==> src/hw/ddr_capture_consts.vh <==
// constants for the ddr read capture path
`ifndef DDR_CAPTURE_CONSTS_VH
`define DDR_CAPTURE_CONSTS_VH
`define DQ_WIDTH 8
`define WORD_WIDTH 16
`define SYNC_STAGES 3
`endif

==> src/hw/ddr_read_capture.v <==
// ddr read data capture, alignment and retiming onto core_clk
`timescale 1ns/100ps
`include "ddr_capture_consts.vh"
module ddr_read_capture (
	core_clk,
	nrst,
	dqs_in,
	dq_in,
	rd_word_q,
	rd_valid_q
);
	input wire core_clk;
	input wire nrst;
	input wire dqs_in;
	input wire [`DQ_WIDTH-1:0] dq_in;
	output reg [`WORD_WIDTH-1:0] rd_word_q;
	output reg rd_valid_q;

	// ----------------------------------------
	// strobe sampling
	// ----------------------------------------
	wire dqs_inv;
	wire inv_rise;
	wire inv_fall;

	// strobe used inverted so the closing edge becomes a rising one
	assign dqs_inv = ~dqs_in;

	edge_sync u_strobe_sync (
		.core_clk(core_clk),
		.nrst(nrst),
		.pin_in(dqs_inv),
		.level_q(),
		.rise_q(inv_rise),
		.fall_q(inv_fall)
	);

	// ----------------------------------------
	// data delay matched to strobe sync depth
	// ----------------------------------------
	// limitation: data must hold for the sync latency, so the strobe
	// must be slow against core_clk (bench uses 125 ns)
	// each stage feeds the next one or the capture, so none is left unread
	reg [`DQ_WIDTH-1:0] dq_pipe_q [0:`SYNC_STAGES-1];
	genvar gi;
	always @(posedge core_clk) begin
		if (!nrst)
			dq_pipe_q[0] <= {`DQ_WIDTH{1'b0}};
		else
			dq_pipe_q[0] <= dq_in;
	end
	generate
		for (gi = 1; gi < `SYNC_STAGES; gi = gi + 1) begin : g_dq
			always @(posedge core_clk) begin
				if (!nrst)
					dq_pipe_q[gi] <= {`DQ_WIDTH{1'b0}};
				else
					dq_pipe_q[gi] <= dq_pipe_q[gi-1];
			end
		end
	endgenerate

	// ----------------------------------------
	// capture and alignment registers
	// ----------------------------------------
	reg [`DQ_WIDTH-1:0] cap_hi_q;
	reg [`DQ_WIDTH-1:0] cap_lo_q;
	reg [`DQ_WIDTH-1:0] align_lo_q;
	reg pair_q;

	// data taken one edge after the strobe edge was seen; 3 data stages against 4 on the strobe
	always @(posedge core_clk) begin
		if (!nrst) begin
			cap_hi_q <= {`DQ_WIDTH{1'b0}};
			cap_lo_q <= {`DQ_WIDTH{1'b0}};
			align_lo_q <= {`DQ_WIDTH{1'b0}};
			pair_q <= 1'b0;
		end else begin
			pair_q <= 1'b0;
			if (inv_rise) begin
				cap_hi_q <= dq_pipe_q[`SYNC_STAGES-1];
				align_lo_q <= cap_lo_q;
				pair_q <= 1'b1;
			end
			if (inv_fall)
				cap_lo_q <= dq_pipe_q[`SYNC_STAGES-1];
		end
	end

	// ----------------------------------------
	// retiming onto core clock
	// ----------------------------------------
	// one cycle after the pair appears both halves are stable;
	// the two halves of rd_word_q come from cap_hi_q and align_lo_q
	always @(posedge core_clk) begin
		if (!nrst) begin
			rd_word_q <= {`WORD_WIDTH{1'b0}};
			rd_valid_q <= 1'b0;
		end else begin
			rd_valid_q <= 1'b0;
			if (pair_q) begin
				// falling-edge word in upper half
				rd_word_q <= {cap_hi_q, align_lo_q};
				rd_valid_q <= 1'b1;
			end
		end
	end
endmodule // ddr_read_capture

==> src/hw/edge_sync.v <==
// three-stage synchroniser with edge detection for one pin
`timescale 1ns/100ps
module edge_sync (
	core_clk,
	nrst,
	pin_in,
	level_q,
	rise_q,
	fall_q
);
	input wire core_clk;
	input wire nrst;
	input wire pin_in;
	output reg level_q;
	output reg rise_q;
	output reg fall_q;

	reg meta_q;
	reg s2_q;
	reg s3_q;

	// ----------------------------------------
	// sync chain; first stage feeds only s2_q
	// ----------------------------------------
	always @(posedge core_clk) begin
		if (!nrst) begin
			meta_q <= 1'b0;
			s2_q <= 1'b0;
			s3_q <= 1'b0;
			level_q <= 1'b0;
			rise_q <= 1'b0;
			fall_q <= 1'b0;
		end else begin
			meta_q <= pin_in;
			s2_q <= meta_q;
			s3_q <= s2_q;
			// a change counts once stage two and three agree
			rise_q <= 1'b0;
			fall_q <= 1'b0;
			if (s2_q == s3_q && s3_q != level_q) begin
				level_q <= s3_q;
				rise_q <= s3_q;
				fall_q <= ~s3_q;
			end
		end
	end
endmodule // edge_sync

==> config.mk <==
export PLATFORM = sky130hd
export DESIGN_NAME = ddr_read_capture
export DESIGN_NICKNAME = d
export VERILOG_FILES = /design/src/hw/ddr_read_capture.v /design/src/hw/edge_sync.v
export VERILOG_INCLUDE_DIRS = /design/src /design/src/hw
export SDC_FILE = /design/constraint.sdc
export NUM_CORES = 1
export LEC_CHECK = 0
export ABC_AREA = 1
export BUFFER_PORTS_ARGS = -buffer_cell sky130_fd_sc_hd__buf_2
export CAP_MARGIN = 30
export CORE_MARGIN = 3
export CORE_UTILIZATION = 56
export DETAILED_ROUTE_END_ITERATION = 7
export PLACE_DENSITY = 0.89
export RECOVER_POWER = 100
export REMOVE_ABC_BUFFERS = 1
export SYNTH_ARGS = -nofsm -noshare
export SYNTH_HDL_FRONTEND = slang
export SYNTH_HIERARCHICAL = 1
export SYNTH_SLANG_ARGS = --single-unit
==> constraint.sdc <==
create_clock -name core_clk -period 1 [get_ports core_clk]
set_input_delay 0.25 -clock core_clk [delete_from_list [all_inputs] [get_ports core_clk]]
set_output_delay 0.25 -clock core_clk [all_outputs]
set_load 0.02 [all_outputs]
# Word-level counts from Yosys, hierarchy flattened
# Memory sizes are Yosys's and may differ from the RTL's.
# Cells that the tools add are included.
dict set report word_totals {
  reg_bits 48
  latchBits 0
  mem_bits_rw 24
  rom_bits 0
  in_bits 11
  out_inout_bits 17
  wordCells 29
  n_memories 1
}
# memory words word_bits read_ports rd_clocked_by_memory_dff write_ports line
set memory_table {}
lappend memory_table {dq_pipe_q 3 8 3 0 3 ddr_read_capture.v:44} ;# reg [`DQ_WIDTH-1:0] dq_pipe_q [0:`SYNC_STAGES-1];
dict set report classes {
  addsub 0
  multipliers 0
  div 0
  n_lt_le_gt_ge 0
  eq_ne 2
  n_shift 0
  muxes 7
  bitwise_logic 5
  n_reduce_logical 2
}
# cell n
set ops {}
lappend ops {{two-way mux 8 bit} 3}
lappend ops {{two-way mux 1 bit} 4}
lappend ops {{OR 1 bit} 3}
lappend ops {{inverter 1 bit} 2}
lappend ops {{AND reduction 2 bit} 1}
lappend ops {{equality test 1 bit} 1}
lappend ops {{logical AND 1 bit} 1}
lappend ops {{inequality test 1 bit} 1}

# Longest topological paths before layout
# Gate-level depths: netlist (run 1).
dict set report logic_depth {
  word_depth 3
  depth_mapped 5
  depth_no_buf 4
}

# Cells and area by module
# Netlist (run 1), hierarchy kept.
# mod instances cells_each area_each_um2 seq_area_each_um2
set modules_own_cells {}
lappend modules_own_cells {ddr_read_capture 1 328 2346.0 1321.3}
lappend modules_own_cells {edge_sync 1 23 186.4 120.1}

# Least setup slack after synthesis (run 1)
# Ideal clock, no wire load.
dict set report synth_timing {
  path_kind {register to register}
  startpoint {register pair_q}
  endpoint {register rd_word_q[10]}
  setup_ns 0.113
  t_arrival_ns 0.721
  required_time_ns 0.887
  path_slack_ns 0.166
  stages_incl_launch_ff 6
  path_buffers 2
  synth_period_minus_slack_ns 0.834
  cell_sequence {dfxtp_1 buf_2 buf_2 nand2_1 nand2_1 nor2_1}
}
# item line
set synth_rtl {}
lappend synth_rtl {{start: declaration} ddr_read_capture.v:69} ;# reg pair_q;
lappend synth_rtl {{start signal: assignment} ddr_read_capture.v:77} ;# pair_q <= 1'b0;
lappend synth_rtl {{start signal: assignment} ddr_read_capture.v:79} ;# pair_q <= 1'b0;
lappend synth_rtl {{start signal: assignment} ddr_read_capture.v:83} ;# pair_q <= 1'b1;
lappend synth_rtl {{end signal: assignment} ddr_read_capture.v:97} ;# rd_word_q <= {`WORD_WIDTH{1'b0}};
lappend synth_rtl {{end signal: assignment} ddr_read_capture.v:103} ;# rd_word_q <= {cap_hi_q, align_lo_q};
lappend synth_rtl {{end: declaration} ddr_read_capture.v:16} ;# output reg [`WORD_WIDTH-1:0] rd_word_q;

# Final worst setup path (run 1)
dict set report layout_timing {
  startpoint {register rd_word_q[6]}
  endpoint {output port rd_word_q[6]}
}
# No word-level cell between the ends.

==> impl_metrics.json, run 1 <==
{
  "outcome": "complete, but fails checks",
  "violations": "negative setup slack",
  "postSynthAreaPerCell_um2": 7.21,
  "ant_nets": 0,
  "place.gp.congestion": 0.761,
  "grt_max_degree": 34,
  "die-area_um2": 5360,
  "final_nets": 393,
  "grt_pass1_vias": 1787,
  "p_per_area_nw_per_um2": 1750,
  "min_from": "dq_in[6]",
  "final_cell_area_um2": 3000,
  "finalHoldViolCount": 0,
  "fin_skew_ns": 0.00976,
  "final_util_pct": 71.9,
  "worst-setup-path-type": "reg2out",
  "grtUsageMet2_pct": 32.4,
  "fmax_mhz": 957,
  "clk_latency_ns": 0.34,
  "cp-startpoint": "rd_word_q[6]",
  "cts_sinks": 72,
  "synth_compound_area_share_pct": 0,
  "hold_class": "in2reg",
  "busiest_layer": "met2",
  "synth_simple_gate_area_share_pct": 29.2,
  "cts_made_buffers": 9,
  "slowest_stage": "dfxtp_2",
  "drt-initial-drc-count": 117,
  "yosysTopAreaCell": "dfxtp_1",
  "via_per_inst": 4.33,
  "ys_seq_elements": 72,
  "worstMarginPinSlew_ns": 0.522,
  "critPathBufInv": 1,
  "whs_ns": 0.0962,
  "syn-instance-count": 351,
  "rsz0062_at_grt": "yes",
  "antenna_found_initial": 0,
  "layout_commonest_cell": "nand2_1",
  "grt_overflow": 0,
  "io_buffers": 27,
  "end_kind": "output port",
  "drt-pass1-iter-count": 4,
  "maxSlewViolCount": 0,
  "period_share_pct": 105,
  "yosysTopAreaCellShare_pct": 56.9,
  "final_cell_mix": "114 x nand2_1, 82 x nor2_1, 66 x inv_1",
  "synth_top_family_by_area": "simple AND/OR/NAND/NOR gates",
  "required_ns": 0.75,
  "cp_cell_sequence": "buf_6",
  "start_kind": "register",
  "synthTopCellsByArea": "dfxtp_1 57%, nand2_1 17%, nor2_1 12%",
  "synth-xor-area-share_pct": 0,
  "cts-htree-levels": 3,
  "reg2reg_from": "u_strobe_sync/rise_q",
  "die_w_um": 73.2,
  "area_delta_synth_final_pct": 18.5,
  "yosysSeqAreaShare_pct": 56.9,
  "path_clk_slew_ns": 0.07,
  "cts_tree": "yes",
  "post-route-min-period_ns": 1.05,
  "wl_per_cell_um": 8.96,
  "setup_slack_ns": -0.0453,
  "cp_top_family": "flip-flops",
  "grt_usage_pct": 17.5,
  "cts_root_buf": "clkbuf_8",
  "cp_data_arrival_time_ns": 0.80,
  "p_leak_nw": 1.50,
  "grt_pass1_wl_mm": 7.02,
  "via_count": 1890,
  "antenna_cells": 0,
  "coreArea_um2": 4170,
  "setup_viol": 17,
  "die-height_um": 73.2,
  "yosys.area_share.adder_pct": 0,
  "drc": 0,
  "final_cells": 436,
  "ys.warnings.count": 6,
  "relSlewSlack_pct": 65.2,
  "dp_cells": 418,
  "dp_hpwl_mm": 2.42,
  "synth_area_um2": 2530,
  "crit_path_end": "rd_word_q[6]",
  "worst-r2r-setup-slack_ns": 0.05,
  "grt_use_met3_pct": 6.20,
  "r2r-end": "cap_hi_q[0]",
  "finalPower_mw": 5.24,
  "drv_cap": 0,
  "path_depth": 1,
  "ir_worst_vdd_v": 0.00157,
  "drive_gt1_share_pct": 17.4,
  "ff2ff_path_depth": 4,
  "start_util_pct": 60.7,
  "wirelength_mm": 3.91,
  "ys_types": 9,
  "fp-row-count": 23,
  "hold_path_depth": 3,
  "use_met1_pct": 16.8,
  "synthMuxAreaShare_pct": 0,
  "placed_area_um2": 2740,
  "crit_fanout": 2,
  "ios": 28,
  "clockBufferDepth": 2,
  "slowest_delay_ns": 0.35
}
cell families (layout without fill, tap and decap cells):
logic type | Yosys count | in the layout
buf+inv | 83 | 118
flops | 72 | 72
simple gates | 196 | 196
cell usage after synthesis:
cell	n
buf_2	8
buf_4	8
clkbuf_2	1
dfxtp_1	72
inv_1	65
inv_2	1
nand2_1	113
nand2_2	1
nor2_1	82
power by group:
part | switching, mW | internal, mW
logic | 0.0989 | 0.0609
clock network | 0.962 | 1.19
registers | 0.0133 | 2.92
total | 1.07 | 4.17
per-layer routing:
metal	wire (um)	share of wire, %
met5	0	0
met3	153	3.9
met2	2030	52
met4	93	2.4
met1	1640	42
state kept, by name, summed over array words and instances, names as in the netlist:
signal,count
u_strobe_sync/rise_q,1
rd_valid_q,1
rd_word_q,16
u_strobe_sync/meta_q,1
u_strobe_sync/s2_q,1
cap_hi_q,8
align_lo_q,8
u_strobe_sync/fall_q,1
u_strobe_sync/level_q,1
dq_pipe_q,24
u_strobe_sync/s3_q,1
pair_q,1
cap_lo_q,8
worst reg2reg max path, cell delays in order (launching register included):
cell,delay (ns)
dfxtp_1,0.31
buf_4,0.30
nand2_1,0.12
nand2_1,0.08
nor2_1,0.05
metrics by stage:
| step | setup slack [ns] | TNS, ns |
|---|---|---|
| global route | -0.0772 | -1.14 |
| finish | -0.0453 | -0.510 |
| floorplan | -0.114 | -3.62 |
| detailed placement | 0.0916 | 0 |
| global placement | 0.149 | 0 |
| CTS | -0.0523 | -0.757 |
final cells by class:
cell class | count | area (um^2)
Sequential cell | 72 | 1460
Tap cell | 50 | 62.6
Clock inverter | 4 | 45.0
Fill cell | 330 | 1170
Clock buffer | 11 | 141
Timing Repair Buffer | 37 | 305
Multi-Input combinational cell | 196 | 736
Inverter | 66 | 248
worst min path at each step:
| stage | end | slack [ns] |
|---|---|---|
| CTS | dq_pipe_q[0][6] | 0.08 |
| global placement | dq_pipe_q[1][6] | 0.39 |
| floorplan | dq_pipe_q[0][0] | 0.34 |
| detailed placement | dq_pipe_q[1][7] | 0.40 |
| finish | dq_pipe_q[0][6] | 0.1 |
| global route | dq_pipe_q[0][7] | 0.1 |
timing repair:
action | CTS | global route
hold buffers | 0 | 0
gates resized for setup | 51 | 0
buffers inserted | 2 | 1
endpoints found under the setup margin | 17 | 17
Power figures use the tool's default switching activity.
==> inputs of run 2 (changes only) <==
--- a/config.mk
+++ b/config.mk
@@ -9,12 +9,11 @@
 export ABC_AREA = 1
 export BUFFER_PORTS_ARGS = -buffer_cell sky130_fd_sc_hd__buf_2
 export CAP_MARGIN = 30
-export CORE_MARGIN = 3
+export CORE_MARGIN = 2
 export CORE_UTILIZATION = 56
 export DETAILED_ROUTE_END_ITERATION = 7
 export PLACE_DENSITY = 0.89
 export RECOVER_POWER = 100
-export REMOVE_ABC_BUFFERS = 1
 export SYNTH_ARGS = -nofsm -noshare
 export SYNTH_HDL_FRONTEND = slang
 export SYNTH_HIERARCHICAL = 1
==> run 2 against run 1 <==
Net effect:
- the run still ends with negative setup slack left
- combinational power barely moved
- utilization fell by 0.64 points
- final cell count rose by 1.4%
- largest cell class unchanged
- sequential share of layout area fell by 1.6 points
==> impl_metrics.json, run 2 (synthesis results as in run 1) <==
{
  "cp_cell_sequence": "buf_6",
  "die_w_um": 71.2,
  "cts_sinks": 72,
  "rsz0062_at_grt": "yes",
  "final_cells": 442,
  "p_switching_mw": 1.09,
  "start_kind": "register",
  "post-route-min-period_ns": 1.06,
  "layout_commonest_cell": "nand2_1",
  "drt-initial-drc-count": 55,
  "drv_cap": 0,
  "place.gp.congestion": 0.747,
  "ir_worst_vdd_v": 0.00168,
  "fin_skew_ns": 0.0104,
  "fillCellCount": 317,
  "final_cell_area_um2": 3100,
  "placed_area_um2": 2720,
  "cts_root_buf": "clkbuf_8",
  "grt_pass1_vias": 1786,
  "p_int_mw": 4.64,
  "netSwitchingFraction_pct": 19.1,
  "reg.largest.list": "dq_pipe_q (24), rd_word_q (16)",
  "wl_per_cell_um": 9.34,
  "violations": "negative setup slack",
  "coreArea_um2": 4350,
  "slowest_delay_ns": 0.35,
  "worstMarginPinSlew_ns": 0.592,
  "io_buffers": 27,
  "crit_fanout": 2,
  "dp_hpwl_mm": 2.39,
  "clk_latency_ns": 0.34,
  "start_util_pct": 58.2,
  "relSlewSlack_pct": 60.5,
  "ant_nets": 0,
  "cp_top_family": "flip-flops",
  "final_cell_mix": "113 x nand2_1, 82 x nor2_1, 66 x inv_1",
  "dpl_worst_slack_ns": 0.136,
  "dp_cells": 420,
  "critPathBufInv": 1,
  "setup_slack_ns": -0.0603,
  "grt_pass1_wl_mm": 7.29,
  "die-area_um2": 5080,
  "largest_reg_flops": 24,
  "worst-setup-path-type": "reg2out",
  "cts_hold_buf": 0,
  "period_share_pct": 106,
  "final_util_pct": 71.3,
  "cts_tree": "yes",
  "drive_gt1_share_pct": 18.7,
  "grt_max_degree": 34,
  "drc": 0,
  "setup_viol": 18,
  "clockPowerShare_pct": 46.1,
  "seqPwrFrac_pct": 51.1,
  "via_count": 1935,
  "p_per_area_nw_per_um2": 1850,
  "path_clk_slew_ns": 0.07,
  "wirelength_mm": 4.13,
  "end_kind": "output port",
  "cts_made_buffers": 9,
  "ios": 28,
  "grt_usage_pct": 18.7,
  "cts-htree-levels": 3,
  "regMostFlops": "dq_pipe_q",
  "fp-row-count": 24,
  "synthesis.nets": 362,
  "via_per_inst": 4.38,
  "die-height_um": 71.2,
  "maxSlewViolCount": 0,
  "final_nets": 397,
  "grt_overflow": 0,
  "finalHoldViolCount": 0,
  "antenna_found_initial": 0,
  "drt-pass1-iter-count": 4,
  "hold_class": "in2reg",
  "p_leak_nw": 1.55,
  "clockBufferDepth": 2,
  "area_delta_synth_final_pct": 22.5,
  "antenna_cells": 0,
  "fmax_mhz": 943,
  "outcome": "complete, but fails checks",
  "combPwrFrac_pct": 2.8,
  "slowest_stage": "dfxtp_2",
  "required_ns": 0.75,
  "cp_data_arrival_time_ns": 0.81
}
## run 2: metrics by stage
step | hold WS, ns | setup TNS, ns | power (mW)
after floorplan | 0.343 | 0 | 3.12
after global routing | 0.0867 | -2.10 | 5.95
after global placement | 0.391 | 0 | 3.16
after CTS | 0.0807 | -0.753 | 5.78
final | 0.0925 | -0.619 | 5.74
after detailed placement | 0.397 | 0 | 3.17
## run 2: power by group through the flow
stage          Clock, mW  Sequential [mW]  Combinational, mW
6_report            2.64             2.93              0.163
5_1_grt             2.82             2.93              0.194
4_1_cts             2.68             2.93              0.174
3_5_place_dp           0             2.99              0.171
3_3_place_gp           0             2.99              0.164
2_1_floorplan          0             2.99              0.126
## run 2: final cells by class
cell class | instances | area (um^2) | area share [%]
Timing Repair Buffer | 41 | 350 | 11.3
Clock buffer | 13 | 179 | 5.77
Inverter | 66 | 248 | 7.98
Tap cell | 52 | 65.1 | 2.10
Sequential cell | 72 | 1460 | 47.1
Multi-Input combinational cell | 196 | 738 | 23.8
Clock inverter | 2 | 60.1 | 1.94
## run 2: final timing paths
path                        start               to  slack [ns]  cells past startpoint
setup / recovery    rd_word_q[11]    rd_word_q[11]       -0.06                      1
hold / removal           dq_in[6]  dq_pipe_q[0][6]        0.09                      3
setup reg to reg           pair_q    rd_word_q[15]       -0.01                      4
hold reg to reg   dq_pipe_q[0][1]  dq_pipe_q[1][1]        0.41                      2
## run 2: repair_timing
item / 4_1_cts / 5_1_grt
setup buffers: 3 / 4
resized for setup: 51 / 0
setup endpoints to repair: 17 / 17
## run 2: routing by layer
metal / track usage [%] / part of all wire, % / vias up
li1: - / - / 1050
met1: 19.3 / 42 / 817
met2: 32.4 / 49 / 52
met3: 6.47 / 4.7 / 16
met4: 11.5 / 3.5 / 0
met5: 0 / 0 / -
## run 2: tightest hold or removal path, stage by stage
cell     delay, ns
buf_2         0.07
nand2_1       0.04
inv_1         0.04
